$ cat src/logic/rsc_pkg.sv
// Package of constants and types for the radio serial control registers.
package rsc_pkg;

    // Serial word layout.
    localparam int WORD_BITS = 16;
    localparam int ADDR_LSB  = 0;
    localparam int ADDR_MSB  = 1;

    // Register addresses carried in the two last bits of a word.
    localparam logic [1:0] ADDR_PLL_CONFIG     = 2'h0;
    localparam logic [1:0] ADDR_CHANNEL_DIVIDE = 2'h1;
    localparam logic [1:0] ADDR_TEST_SELECT    = 2'h2;

    localparam logic [15:0] REG_RESET = 16'h0000;

    // Idle levels of the synchronised pins, strobe high, in pin order.
    localparam logic [4:0] SYNC_IDLE = 5'h04;

    // PLL configuration field positions.
    localparam int BIT_PUMP_POLARITY   = 2;
    localparam int BIT_REF_DIV_SELECT  = 3;
    localparam int BIT_ANALOG_AUX_OUT  = 4;
    localparam int BIT_CARRIER_ONLY    = 6;
    localparam int BIT_TX_POWER_CTL    = 7;
    localparam int BIT_RF_BUF_TIMING   = 8;
    localparam int BIT_LOWVOLT_LOCKOUT = 10;
    localparam int BIT_CLIP_DISABLE    = 11;

    // Channel and test field positions.
    localparam int CHAN_LSB   = 2;
    localparam int CHAN_MSB   = 13;
    localparam int APROBE_LSB = 2;
    localparam int APROBE_MSB = 4;
    localparam int DPROBE_LSB = 5;
    localparam int DPROBE_MSB = 7;

    // Reference divider ratios.
    localparam logic [4:0] REF_DIV_LOW  = 5'h09;
    localparam logic [4:0] REF_DIV_HIGH = 5'h12;

    typedef enum logic [2:0] {
        APROBE_NORMAL   = 3'h0,
        APROBE_OPEN     = 3'h1,
        APROBE_IF_IQ    = 3'h2,
        APROBE_IF_Q_DIF = 3'h3,
        APROBE_IF_I_DIF = 3'h4,
        APROBE_DATAFILT = 3'h5,
        APROBE_LIMITER  = 3'h6,
        APROBE_REF_MOD  = 3'h7
    } rsc_aprobe_t;

    typedef enum logic [2:0] {
        DPROBE_NORMAL  = 3'h0,
        DPROBE_AGC     = 3'h1,
        DPROBE_MAINDIV = 3'h2,
        DPROBE_REFDIV  = 3'h3,
        DPROBE_SDM     = 3'h4
    } rsc_dprobe_t;

    // Decoded controls sent to the analog core.
    typedef struct packed {
        logic        pumpPolarity;
        logic [4:0]  refDivRatio;
        logic        analogAuxOut;
        logic        carrierOnlyTest;
        logic        rfBufferTiming;
        logic        signalClipDisable;
        logic [11:0] channelDivide;
        rsc_aprobe_t analogProbeSel;
        rsc_dprobe_t digitalProbeSel;
    } rsc_ctrl_t;

    // Digital test sources from the core.
    typedef struct packed {
        logic agcSwitch;
        logic mainDivOut;
        logic refDivOut;
        logic sdmMsb;
        logic sdmLsb;
    } rsc_probe_t;

endpackage

$ cat src/logic/radio_serial_control_regs.sv
// Write-only serial control register bank of the radio transceiver.
`timescale 1ns/1ps
`default_nettype none

module radio_serial_control_regs
    import rsc_pkg::*;
(
    // System.
    input  wire logic       clock,
    input  wire logic       reset,
    // Serial programming pins.
    input  wire logic       serialClock,
    input  wire logic       serialData,
    input  wire logic       loadStrobe,
    // Transceiver control pins and status.
    input  wire logic       receiveOn,
    input  wire logic       supplyLow,
    input  wire logic       paRequest,
    input  wire logic       rxData,
    input  wire rsc_probe_t probeSrc,
    // Pin outputs.
    output logic            paEnableOut,
    output logic            rxDataOut,
    output logic            auxPinOut,
    output logic            auxPinOe,
    output logic            lowvoltLockout,
    output logic            rfBufferOn,
    output logic            analogTestMode,
    output logic            digitalTestMode,
    output rsc_ctrl_t       ctrl
);

    // ==========================================================
    // Pin synchronisers
    // ==========================================================
    // Every serial, receive and supply pin passes two flops; only the second stage is read.
    // The stages reset to the idle pin levels. A strobe that sat low in
    // reset and then rose to its idle high level would look like a load
    // and write the empty shift register into the configuration word.
    logic [4:0] syncA_reg;
    logic [4:0] syncB_reg;
    logic       sClkD_reg;
    logic       strobeD_reg;
    logic       rxOnD_reg;
    logic       sClk;
    logic       sData;
    logic       strobe;
    logic       receive_on;
    logic       lowSupply;

    always_ff @(posedge clock)
    begin
        if (reset)
        begin
            syncA_reg <= SYNC_IDLE;
            syncB_reg <= SYNC_IDLE;
        end
        else
        begin
            syncA_reg <= {supplyLow, receiveOn, loadStrobe, serialData,
                          serialClock};
            syncB_reg <= syncA_reg;
        end
    end

    assign sClk      = syncB_reg[0];
    assign sData     = syncB_reg[1];
    assign strobe    = syncB_reg[2];
    assign receive_on      = syncB_reg[3];
    assign lowSupply = syncB_reg[4];

    always_ff @(posedge clock)
    begin
        if (reset)
        begin
            sClkD_reg   <= SYNC_IDLE[0];
            strobeD_reg <= SYNC_IDLE[2];
            rxOnD_reg   <= SYNC_IDLE[3];
        end
        else
        begin
            sClkD_reg   <= sClk;
            strobeD_reg <= strobe;
            rxOnD_reg   <= receive_on;
        end
    end

    // Edges are found on the synchronised copies only. The extra flop
    // adds no latency, since the rise and fall flags are combinational; every pin level must still last
    // at least three clocks; a faster host would lose bits.
    logic sClkRise;
    logic strobeRise;
    logic rxOnFall;
    logic rxOnRise;

    assign sClkRise   = sClk & ~sClkD_reg;
    assign strobeRise = strobe & ~strobeD_reg;
    assign rxOnFall   = ~receive_on & rxOnD_reg;
    assign rxOnRise   = receive_on & ~rxOnD_reg;

    // ==========================================================
    // Shift register
    // ==========================================================
    // Data and address arrive MSB first, so the word shifts in at the
    // bottom and the newest sixteen bits are always held.
    // There is no bit counter: a short word is not refused, it simply
    // mixes with older bits, so the host must always send sixteen.
    logic [WORD_BITS-1:0] shift_reg;

    always_ff @(posedge clock)
    begin
        if (reset)
            shift_reg <= REG_RESET;
        else if (sClkRise && !strobe)
            shift_reg <= {shift_reg[WORD_BITS-2:0], sData};
    end

    // ==========================================================
    // Register load
    // ==========================================================
    // Registers drive the core and the pins; nothing reads them back.
    logic [WORD_BITS-1:0] pllConfig_reg;
    logic [WORD_BITS-1:0] channelDivide_reg;
    logic [WORD_BITS-1:0] testSelect_reg;
    logic [1:0]           wordAddr;

    assign wordAddr = shift_reg[ADDR_MSB:ADDR_LSB];

    // The whole word, address included, is stored. Keeping the address
    // bits costs two flops per register but keeps the load a plain copy.

    always_ff @(posedge clock)
    begin
        if (reset)
        begin
            pllConfig_reg     <= REG_RESET;
            channelDivide_reg <= REG_RESET;
            testSelect_reg    <= REG_RESET;
        end
        else if (strobeRise)
        begin
            unique case (wordAddr)
                ADDR_PLL_CONFIG:     pllConfig_reg     <= shift_reg;
                ADDR_CHANNEL_DIVIDE: channelDivide_reg <= shift_reg;
                ADDR_TEST_SELECT:    testSelect_reg    <= shift_reg;
                default:             ;
            endcase
        end
    end

    // ==========================================================
    // Decoded controls
    // ==========================================================
    rsc_aprobe_t aProbe;
    rsc_dprobe_t dProbe;

    assign aProbe = rsc_aprobe_t'(testSelect_reg[APROBE_MSB:APROBE_LSB]);
    assign dProbe = rsc_dprobe_t'(testSelect_reg[DPROBE_MSB:DPROBE_LSB]);

    always_comb
    begin
        ctrl.pumpPolarity      = pllConfig_reg[BIT_PUMP_POLARITY];
        ctrl.refDivRatio       = pllConfig_reg[BIT_REF_DIV_SELECT]
                               ? REF_DIV_HIGH : REF_DIV_LOW;
        ctrl.analogAuxOut      = pllConfig_reg[BIT_ANALOG_AUX_OUT];
        // Carrier-only applies in transmit only.
        ctrl.carrierOnlyTest   = pllConfig_reg[BIT_CARRIER_ONLY] & ~receive_on;
        ctrl.rfBufferTiming    = pllConfig_reg[BIT_RF_BUF_TIMING];
        ctrl.signalClipDisable = pllConfig_reg[BIT_CLIP_DISABLE];
        ctrl.channelDivide     =
            channelDivide_reg[CHAN_MSB:CHAN_LSB];
        ctrl.analogProbeSel    = aProbe;
        ctrl.digitalProbeSel   = dProbe;
    end

    assign analogTestMode  = (aProbe != APROBE_NORMAL);
    assign digitalTestMode = (dProbe != DPROBE_NORMAL);

    // ==========================================================
    // Low-voltage lockout
    // ==========================================================
    // The latch is level set by the enabled low-supply indication and
    // cleared by the start of a receive slot. Set wins when both meet,
    // so a supply still low at the slot change keeps the PA off, except in DPROBE_SDM where the PA pin carries sdmLsb.
    logic lockout_reg;

    always_ff @(posedge clock)
    begin
        if (reset)
            lockout_reg <= 1'b0;
        else if (pllConfig_reg[BIT_LOWVOLT_LOCKOUT] && lowSupply)
            lockout_reg <= 1'b1;
        else if (rxOnRise)
            lockout_reg <= 1'b0;
    end

    assign lowvoltLockout = lockout_reg;

    // ==========================================================
    // Auxiliary open-drain pin
    // ==========================================================
    // The power control bit is sampled once per transmit slot so a write
    // mid-slot cannot glitch the external PA gain.
    logic txPower_reg;

    always_ff @(posedge clock)
    begin
        if (reset)
            txPower_reg <= 1'b0;
        else if (rxOnFall)
            txPower_reg <= pllConfig_reg[BIT_TX_POWER_CTL];
    end

    assign auxPinOut = 1'b0;
    // Drive low only in power control mode with no probe routed.
    assign auxPinOe  = txPower_reg & ~pllConfig_reg[BIT_ANALOG_AUX_OUT]
                     & ~analogTestMode;

    // ==========================================================
    // Digital pins and probe multiplexer
    // ==========================================================
    // Both pins are registered so the probe multiplexer cannot glitch
    // them; the cost is one clock of delay on the data path.
    logic paNormal;
    logic paNext;
    logic rxNext;
    logic paOut_reg;
    logic rxOut_reg;

    assign paNormal = paRequest & ~lockout_reg;

    always_comb
    begin
        paNext = paNormal;
        rxNext = rxData;
        unique case (dProbe)
            DPROBE_AGC:     rxNext = probeSrc.agcSwitch;
            DPROBE_MAINDIV: rxNext = probeSrc.mainDivOut;
            DPROBE_REFDIV:  rxNext = probeSrc.refDivOut;
            DPROBE_SDM:
            begin
                rxNext = probeSrc.sdmMsb;
                paNext = probeSrc.sdmLsb;
            end
            default:        ;
        endcase
    end

    always_ff @(posedge clock)
    begin
        if (reset)
        begin
            paOut_reg <= 1'b0;
            rxOut_reg <= 1'b0;
        end
        else
        begin
            paOut_reg <= paNext;
            rxOut_reg <= rxNext;
        end
    end

    assign paEnableOut = paOut_reg;
    assign rxDataOut   = rxOut_reg;
    // Buffer follows the PA enable in timing mode, else on through transmit.
    assign rfBufferOn  = pllConfig_reg[BIT_RF_BUF_TIMING] ? paOut_reg
                                                          : ~receive_on;

endmodule

`default_nettype wire

$ cat config.mk
export PLATFORM = sky130hd
export DESIGN_NAME = radio_serial_control_regs
export DESIGN_NICKNAME = d
export VERILOG_FILES = /design/src/logic/rsc_pkg.sv /design/src/logic/radio_serial_control_regs.sv
export SDC_FILE = /design/constraint.sdc
export NUM_CORES = 1
export LEC_CHECK = 0
export BUFFER_PORTS_ARGS = -buffer_cell sky130_fd_sc_hd__buf_2
export CAP_MARGIN = 20
export CORE_ASPECT_RATIO = 1.25
export CORE_MARGIN = 2
export CORE_UTILIZATION = 56
export DETAILED_ROUTE_END_ITERATION = 8
export PLACE_DENSITY_LB_ADDON = 0.12
export SYNTH_ARGS = -nofsm -noshare
export SYNTH_HDL_FRONTEND = slang
export SYNTH_SLANG_ARGS = --single-unit
$ cat constraint.sdc
create_clock -name clock -period 3.7 [get_ports clock]
set_input_delay 0.185 -clock clock [delete_from_list [all_inputs] [get_ports clock]]
set_output_delay 0.185 -clock clock [all_outputs]
set_load 0.02 [all_outputs]
Word level (Yosys, flattened, before mapping) --
Index checks and enable logic that the tools add are counted.
Cells by class: eq/ne operators 6, reductions and logical operators 10, multiplexer cells 6, bitwise gates (word level) 15
Operator list (number):
- bitwise AND 1 bit | 8
- NOT 1 bit | 7
- == test 3 x 2 -> 1 bit, second input constant | 2
- AND reduction 2 bit | 3
- nonzero test 3 bit | 2
- two-way mux 5 bit | 1
- two-way mux 1 bit | 4
- case mux 1 bit (4 select lines) | 1
- == test 3 x 1 -> 1 bit, second input constant | 1
- == test 3 bit, second input constant | 1
- == test 2 x 1 -> 1 bit, second input constant | 1
- == test 2 bit, second input constant | 1
- logical AND 1 bit | 2
- logical NOT 2 bit | 1
- nonzero test 2 bit | 1
- logical NOT 1 bit | 1
Word-level totals: input port bits 14, word-level logic and storage cells 50, output and inout port bits 36, register bits 65

Depth between registers and ports, before layout --
Gate-level depths: netlist of the first run.
depth in word-level cells 4, mapped depth 5, mapped depth without buffers 3

Worst setup path after synthesis of the first run --
Ideal clock, no wire load.
path kind register to output, from register testSelect_reg[2], to output port auxPinOe, data required time 3515 ps, path slack 2083 ps, arrival 1432 ps, cell stages (with the launch flop) 3, path buffers 0, cell sequence dfxtp_1 or3_1 nor3b_1
On the way: word-level cells in the longest chain between the ends 3
RTL lines:
- start: declaration | line radio_serial_control_regs.sv:124 | logic [WORD_BITS-1:0] testSelect_reg;
- start signal: assignment | line radio_serial_control_regs.sv:145 | ADDR_TEST_SELECT: testSelect_reg <= shift_reg;
- nonzero test 3 bit | line radio_serial_control_regs.sv:176 | assign analogTestMode = (aProbe != APROBE_NORMAL);
- named net analogTestMode | line radio_serial_control_regs.sv:28 | output logic analogTestMode,
- NOT 1 bit | line radio_serial_control_regs.sv:217 | & ~analogTestMode;
- bitwise AND 1 bit | line radio_serial_control_regs.sv:217
- end: declaration | line radio_serial_control_regs.sv:25 | output logic auxPinOe,
The timed path passes the listed nets, and every way through them passes these cells.

Final worst setup path of the first run --
from register testSelect_reg[2], to output port auxPinOe
On the way: word-level cells in the longest chain between the ends 3
RTL lines (line):
- nonzero test 3 bit | radio_serial_control_regs.sv:176
- NOT 1 bit | radio_serial_control_regs.sv:217
- bitwise AND 1 bit | radio_serial_control_regs.sv:217
Every way passes these cells.

==> results.yml, run 1 <==
run_status:
  status: "complete, but fails checks"
  violations: "DRC"
floorplanning:
  num_io_pins: 50
  core_um2: 3540
  die_height_um: 72.5
  initial_core_util_pct: 59.4
  dieArea_um2: 4270
  rows: 24
  die-width_um: 58.8
synth:
  synth-seq-cells: 57
  yosys.area_share.xor_xnor_pct: 0
  ys.flop_type: "dfxtp_1"
  synth_cells: 239
  synth_top_family_by_area: "simple AND/OR/NAND/NOR gates"
  avgSynthCellArea_um2: 8.81
  synth_compound_area_share_pct: 10.3
  synth_edf_count: 0
  ys_seq_area_share_pct: 54.2
  async_reset_ff_share_pct: 0
  synthSimpleGateAreaFrac_pct: 24.4
  synthMuxAreaShare_pct: 4.40
  yosys_warnings: 0
  yosys.cell_types.count: 27
  synthAdderAreaFrac_pct: 0
  synth_area_um2: 2100
cells_and_area:
  seqCellArea_um2: 1140
  final_util_pct: 68.2
  final_cell_mix: "nand2_1 (70), dfxtp_1 (57), buf_2 (47)"
  num-fill-cells: 315
  final_common_cell: "nand2_1"
  finalNetCount: 290
  multi_input_area_um2: 831
  area_delta_synth_final_pct: 14.9
  largest_register_ffs: 14
  fin_cells: 317
  drive_gt1_share_pct: 23.7
  final_cell_area_um2: 2420
  antenna_cells: 0
clock_network:
  clkTransAtPathRegs_ns: 0.06
  cts_buffer_depth: 2
  clk_latency_ns: 0.33
  hold_buffers: 0
  post-cts-setup-buffers: 0
  cts.htree.levels: 3
  cts_tree: "yes"
  clock-sinks: 57
  post_cts_resized: 0
  cts_root_buffer: "clkbuf_8"
  cts_inserted_buffers: 9
timing:
  rsz0062_at_grt: "no"
  skew_ns: 0.00396
  setup_slack_ns: 2.12
  max_slew_margin_pct: 35.8
  setup_viol: 0
  fin_tns_setup_ns: 0
  period_needed_ns: 1.58
  report.final.slew_viol_count: 0
  whs_ns: 0.0392
  fmax_ghz: 0.634
  finalHoldViolCount: 0
  period_share_pct: 42.7
  worstMarginPinSlew_ns: 0.963
worst_setup_path:
  r2r.worst_path.cells: 3
  cp-start-kind: "register"
  r2r_end: "channelDivide_reg[13]"
  r2r_start: "shift_reg[0]"
  path_cells: "or3_1, nor3b_1, buf_2"
  end_kind: "output pin"
  r2r_setup_slack_ns: 2.26
  critical_path_required_ns: 3.51
  arrival_ns: 1.39
  critPathMaxFanout: 3
  cp_slowest_cell: "or3_1"
  slowest_delay_ns: 0.38
  critPathKind: "reg -> out"
grt:
  grt_max_degree: 58
  grt_overflow: 0
  grt_usage_pct: 21.1
  grt_pass1_vias: 1386
  grt_pass1_wl_um: 6570
  antenna_found_initial: 0
detailed_routing:
  drt-initial-drc-count: 55
  antenna_left: 0
  avgRoutedWirePerCell_um: 12.4
  vias: 1649
  drtPass1Iterations: 6
  route.detailed.drc: 2
  wl_um: 3930
  viasPerCell: 5.20
job:
  cap_violations: 0
placed_design:
  dp_worst_setup_slack_ns: 2.25
  dpl_cell_area_um2: 2270
  numPortBuffers: 47
  gp_congestion: 0.740
  placed_cells: 304
  dp_hpwl_um: 2570
worst_hold_path:
  whs_path_depth: 2
  hold_path_end: "syncA_reg[2]"
  hp-start: "loadStrobe"
  worstHoldPathType: "in -> reg"
power:
  ir_worst_vdd_mv: 0.290
  power_mw: 1.12
  p_leak_nw: 0.967
  power_density_nw_per_um2: 462
-- layout make-up --
type	count	area share (%)
timing repair buffer	47	9.73
clock buffer	12	6.00
multi-input combinational	158	34.4
sequential	57	47.2
clock inverter	1	0.207
inverter	3	0.466
tap	39	2.02
-- worst max-delay path: cells and delay by family, from the launching register on --
family / cells / cell delay [ns]
buf+inv: 1 / 0.19
simple gates: 2 / 0.55
flops: 1 / 0.32
-- cells by family (layout without fill, tap and decap cells) --
group	count (synthesis)	count (layout)
mux	8	8
flops	57	57
other cells	1	2
simple gates	106	106
compound gates	42	42
buf+inv	25	63
-- worst max-delay path by stage --
stage                      start                    end  slack [ns]  depth (start not counted)
3_3_place_gp        shift_reg[0]  channelDivide_reg[13]        2.28                          3
4_1_cts        testSelect_reg[2]               auxPinOe        2.11                          3
2_1_floorplan  testSelect_reg[2]               auxPinOe        2.08                          2
6_report       testSelect_reg[2]               auxPinOe        2.12                          3
5_1_grt        testSelect_reg[2]               auxPinOe        2.03                          3
3_5_place_dp        shift_reg[0]  channelDivide_reg[13]        2.25                          3
-- metal layers --
layer | GRT usage [%] | share of wire [%] | routed length, µm | vias to the layer above
met4 | 10.6 | 1.9 | 74 | 0
li1 | - | - | - | 838
met2 | 31.4 | 48 | 1910 | 47
met3 | 8.02 | 6.6 | 259 | 10
met5 | 0 | 0 | 0 | -
met1 | 26.5 | 43 | 1690 | 754
-- cell usage after synthesis (all sizes together), types with 2 or more instances --
master  instances  share of area [%]
nor3b           3                1.3
inv             3               0.54
nand2          70                 12
buf            18                5.2
nor2b          11                3.3
dfxtp          57                 54
and4bb          2                1.2
or3             2               0.59
or2             3               0.89
o21ai           3               0.71
mux2i           7                3.3
nor2            9                1.6
a21oi          37                8.8
clkbuf          4               0.71
-- where the power goes --
part | total (mW) | internal, mW | switching [mW]
Clock | 0.461 | 0.249 | 0.212
Sequential | 0.625 | 0.621 | 0.00348
Combinational | 0.0318 | 0.0127 | 0.0191
Power figures use the tool's default switching activity.
==> run 2: changes to the inputs <==
--- a/config.mk
+++ b/config.mk
@@ -9,7 +9,7 @@
 export CAP_MARGIN = 20
 export CORE_ASPECT_RATIO = 1.25
 export CORE_MARGIN = 2
-export CORE_UTILIZATION = 56
+export CORE_UTILIZATION = 47
 export DETAILED_ROUTE_END_ITERATION = 8
 export PLACE_DENSITY_LB_ADDON = 0.12
 export SYNTH_ARGS = -nofsm -noshare
==> constraint.sdc (replaced) <==
create_clock -name clock -period 1.45 [get_ports clock]
set_input_delay 0.0725 -clock clock [delete_from_list [all_inputs] [get_ports clock]]
set_output_delay 0.0725 -clock clock [all_outputs]
set_load 0.02 [all_outputs]
==> results.yml, run 2 (synthesis results as in run 1) <==
timing:
  rsz0062_at_grt: "yes"
  fin_tns_setup_ns: 0
  period_needed_ns: 1.44
  setup_viol: 0
  report.final.slew_viol_count: 0
  fmax_ghz: 0.697
  period_share_pct: 99.0
  skew_ns: 0.00673
  finalHoldViolCount: 0
power:
  p_seq_share_pct: 44.2
  ir_worst_vdd_mv: 0.888
  power_frac_clock_pct: 52.9
  p_sw_share_pct: 19.0
  power.internal_mw: 2.92
  switchingPower_mw: 0.686
  power_density_nw_per_um2: 1340
  power_mw: 3.60
  combPwrFrac_pct: 2.9
  p_leak_nw: 1.08
floorplanning:
  die-width_um: 63.9
  dieArea_um2: 5030
  core_um2: 4360
  num_io_pins: 50
  rows: 27
  die_height_um: 78.8
  initial_core_util_pct: 48.3
grt:
  grt_overflow: 0
  antenna_found_initial: 0
  grt_pass1_wl_um: 6840
  grt_pass1_vias: 1520
  grt_usage_pct: 18.2
  grt_max_degree: 35
clock_network:
  cts_inserted_buffers: 9
  cts_buffer_depth: 2
  cts_tree: "yes"
  cts.htree.levels: 3
  post-cts-setup-buffers: 0
  clock-sinks: 57
  clkTransAtPathRegs_ns: 0.06
  clk_latency_ns: 0.34
  cts_root_buffer: "clkbuf_8"
worst_setup_path:
  end_kind: "output pin"
  cp-start-kind: "register"
  critical_path_required_ns: 1.38
  critPathMaxFanout: 3
  arrival_ns: 1.36
  critPathKind: "reg -> out"
cells_and_area:
  largest_register_ffs: 14
  antenna_cells: 0
  drive_gt1_share_pct: 27.6
  fin_cells: 351
  final_cell_mix: "nand2_1 (70), dfxtp_1 (56), buf_2 (46)"
  area_delta_synth_final_pct: 27.8
  final_common_cell: "nand2_1"
  finalNetCount: 302
  final_util_pct: 61.7
placed_design:
  dp_hpwl_um: 2790
  numPortBuffers: 47
  gp_congestion: 0.729
  placed_cells: 329
job:
  cap_violations: 0
detailed_routing:
  wl_um: 4180
  drtPass1Iterations: 4
  vias: 1674
  drt-initial-drc-count: 84
  avgRoutedWirePerCell_um: 11.9
  viasPerCell: 4.77
  antenna_left: 0
  route.detailed.drc: 0
worst_hold_path:
  worstHoldPathType: "in -> reg"
run_status:
  status: "finished, final reports clean"
## run 2: what timing repair did
item	CTS	global route
endpoints found under the setup margin	1	9
endpoints found under the hold margin	6	0
hold buffers	6	0
resized for setup	3	1
## run 2: final timing paths
| path | end | slack (ns) | from | cells after the start |
|---|---|---|---|---|
| setup / recovery | auxPinOe | 0.01 | testSelect_reg[2] | 3 |
| hold / removal | paEnableOut | 0.06 | paRequest | 4 |
| setup reg to reg | pllConfig_reg[10] | 0.16 | shift_reg[0] | 4 |
| hold reg to reg | syncB_reg[2] | 0.41 | syncA_reg[2] | 1 |
## run 2: layer usage
layer,share of wire [%],track usage [%]
met1,44,20.1
met2,49,29.9
met3,6.4,6.66
met4,1.3,10.4
met5,0,0
## run 2: worst max-delay path, stage by stage, from the launching register on
cell	delay (ns)
dfxtp_2	0.33
or3_4	0.39
nor3b_2	0.16
buf_4	0.16
## run 2: per-stage QoR
step                      worst slack [ns]  hold WS, ns  area [µm²]
after global routing               -0.0533       0.0866        2690
after global placement               0.120        0.257        2350
after floorplan                      0.133        0.176        2110
after CTS                         -0.00867       0.0354        2690
final                               0.0145       0.0553        2690
after detailed placement            0.0699        0.260        2350
## run 2: area by class of cell
type | count | area, µm²
inverters | 3 | 11.3
clock buffers | 12 | 165
repair buffers | 59 | 355
flip-flops and latches | 57 | 1140
multi-input cells | 158 | 845
clock inverters | 4 | 97.6
fillers | 381 | 1670
well taps | 58 | 72.6
## run 2: power by group through the flow
stage	sequential (mW)	clock, mW	combinational, mW
5_1_grt	1.59	2.01	0.114
3_3_place_gp	1.63	0	0.0912
6_report	1.59	1.91	0.104
3_5_place_dp	1.63	0	0.0920
2_1_floorplan	1.63	0	0.0564
4_1_cts	1.59	1.95	0.104
==> run 3: changes to the inputs <==
--- a/config.mk
+++ b/config.mk
@@ -9,7 +9,7 @@
 export CAP_MARGIN = 20
 export CORE_ASPECT_RATIO = 1.25
 export CORE_MARGIN = 2
-export CORE_UTILIZATION = 47
+export CORE_UTILIZATION = 40
 export DETAILED_ROUTE_END_ITERATION = 8
 export PLACE_DENSITY_LB_ADDON = 0.12
 export SYNTH_ARGS = -nofsm -noshare
==> results.yml, run 3 (synthesis results as in run 1) <==
worst_setup_path:
  critical_path_required_ns: 1.38
  end_kind: "output pin"
  r2r_setup_slack_ns: 0.14
  r2r_start: "syncB_reg[2]"
  slowest_delay_ns: 0.38
  arrival_ns: 1.36
  r2r_end: "shift_reg[3]"
  cp_slowest_cell: "or3_4"
  critPathKind: "reg -> out"
  critPathMaxFanout: 3
  crit_buf_inv: 1
  r2r.worst_path.cells: 3
  cpLargestDelayFamily: "simple AND/OR/NAND/NOR gates"
  path_cells: "or3_4, nor3b_2, buf_4"
  cp-start-kind: "register"
  path_depth: 3
cells_and_area:
  drive_gt1_share_pct: 27.3
  finalNetCount: 302
  largest_register_ffs: 14
  final_cell_area_um2: 2630
  final_cell_mix: "nand2_1 (70), dfxtp_1 (56), buf_2 (46)"
  area_delta_synth_final_pct: 24.9
  final_common_cell: "nand2_1"
  antenna_cells: 0
power:
  power_density_nw_per_um2: 1200
  ir_worst_vdd_mv: 0.761
  p_leak_nw: 1.05
clock_network:
  clk_latency_ns: 0.34
  cts_root_buffer: "clkbuf_8"
  cts_inserted_buffers: 9
  post-cts-setup-buffers: 0
  cts_tree: "yes"
  clock-sinks: 57
  cts.htree.levels: 3
  clkTransAtPathRegs_ns: 0.07
  cts_buffer_depth: 2
timing:
  skew_ns: 0.00702
  setup_slack_ns: 0.0159
  rsz0062_at_grt: "yes"
  setup_viol: 0
  fmax_ghz: 0.697
  finalHoldViolCount: 0
  period_share_pct: 98.9
  report.final.slew_viol_count: 0
  period_needed_ns: 1.43
run_status:
  status: "finished, final reports clean"
detailed_routing:
  wl_um: 4290
  antenna_left: 0
  viasPerCell: 4.66
  avgRoutedWirePerCell_um: 12.1
  drtPass1Iterations: 4
  drt-initial-drc-count: 100
  route.detailed.drc: 0
  vias: 1656
grt:
  grt_overflow: 0
  grt_max_degree: 36
  antenna_found_initial: 0
  grt_pass1_wl_um: 6910
  grt_usage_pct: 16.2
  grt_pass1_vias: 1469
placed_design:
  gp_congestion: 0.717
  dp_worst_setup_slack_ns: 0.0852
  dp_hpwl_um: 2860
  dpl_cell_area_um2: 2360
  numPortBuffers: 47
floorplanning:
  dieArea_um2: 5860
  initial_core_util_pct: 41.4
  die-width_um: 68.9
  core_um2: 5080
  num_io_pins: 50
  die_height_um: 85.1
  rows: 29
job:
  cap_violations: 0
worst_hold_path:
  hp-start: "paRequest"
  hold_path_end: "paEnableOut"
  worstHoldPathType: "in -> reg"
  whs_path_depth: 4
run 3: report_power, final:
group	internal (mW)	total, mW	switching, mW
clock network	0.834	1.46	0.627
registers	1.58	1.59	0.00855
logic	0.0508	0.104	0.0531
total	2.47	3.16	0.689
run 3: through the flow:
step	hold WS, ns	TNS, ns	utilization [%]	total power, mW	std cells
finish	0.0528	0	51.7	3.16	355
global route	0.0698	-0.0386	51.7	3.28	355
CTS	0.0464	-0.000725	51.7	3.20	355
detailed placement	0.257	0	46.4	1.72	333
global placement	0.256	0	46.4	1.72	333
floorplan	0.176	0	-	1.69	240
run 3: final cells by class:
cell class              instances  area [µm²]
inverters                       3        11.3
fillers                       496        2450
well taps                      62        77.6
repair buffers                 59         355
clock buffers                  11         141
flip-flops and latches         57        1140
clock inverters                 5        55.1
multi-input cells             158         845
run 3: worst min-delay path, delay by kind of cell:
family	cells	cell delay [ns]
AO/OA/AOI/OAI	2	0.13
buffers and inverters	2	0.13
run 3: repair_timing:
action	in CTS	in global routing
endpoints found under the setup margin	1	7
resized for setup	3	1
hold buffers	6	0
endpoints found under the hold margin	6	0
run 3: how the worst max path moves through the flow:
stage	start	to	slack [ns]
2_1_floorplan	testSelect_reg[2]	auxPinOe	0.13
3_3_place_gp	syncB_reg[2]	pllConfig_reg[2]	0.11
3_5_place_dp	syncB_reg[2]	pllConfig_reg[7]	0.09
4_1_cts	testSelect_reg[2]	auxPinOe	-0.0007
5_1_grt	testSelect_reg[2]	auxPinOe	-0.04
6_report	testSelect_reg[2]	auxPinOe	0.02
run 3: routing by layer:
metal  global-route usage (%)  up-vias  routed length, µm
li1                         -      867                  -
met1                     20.6      743               2030
met2                     23.9       40               1920
met3                     6.50        6                259
met4                     7.49        0                 79
met5                        0        -                  0
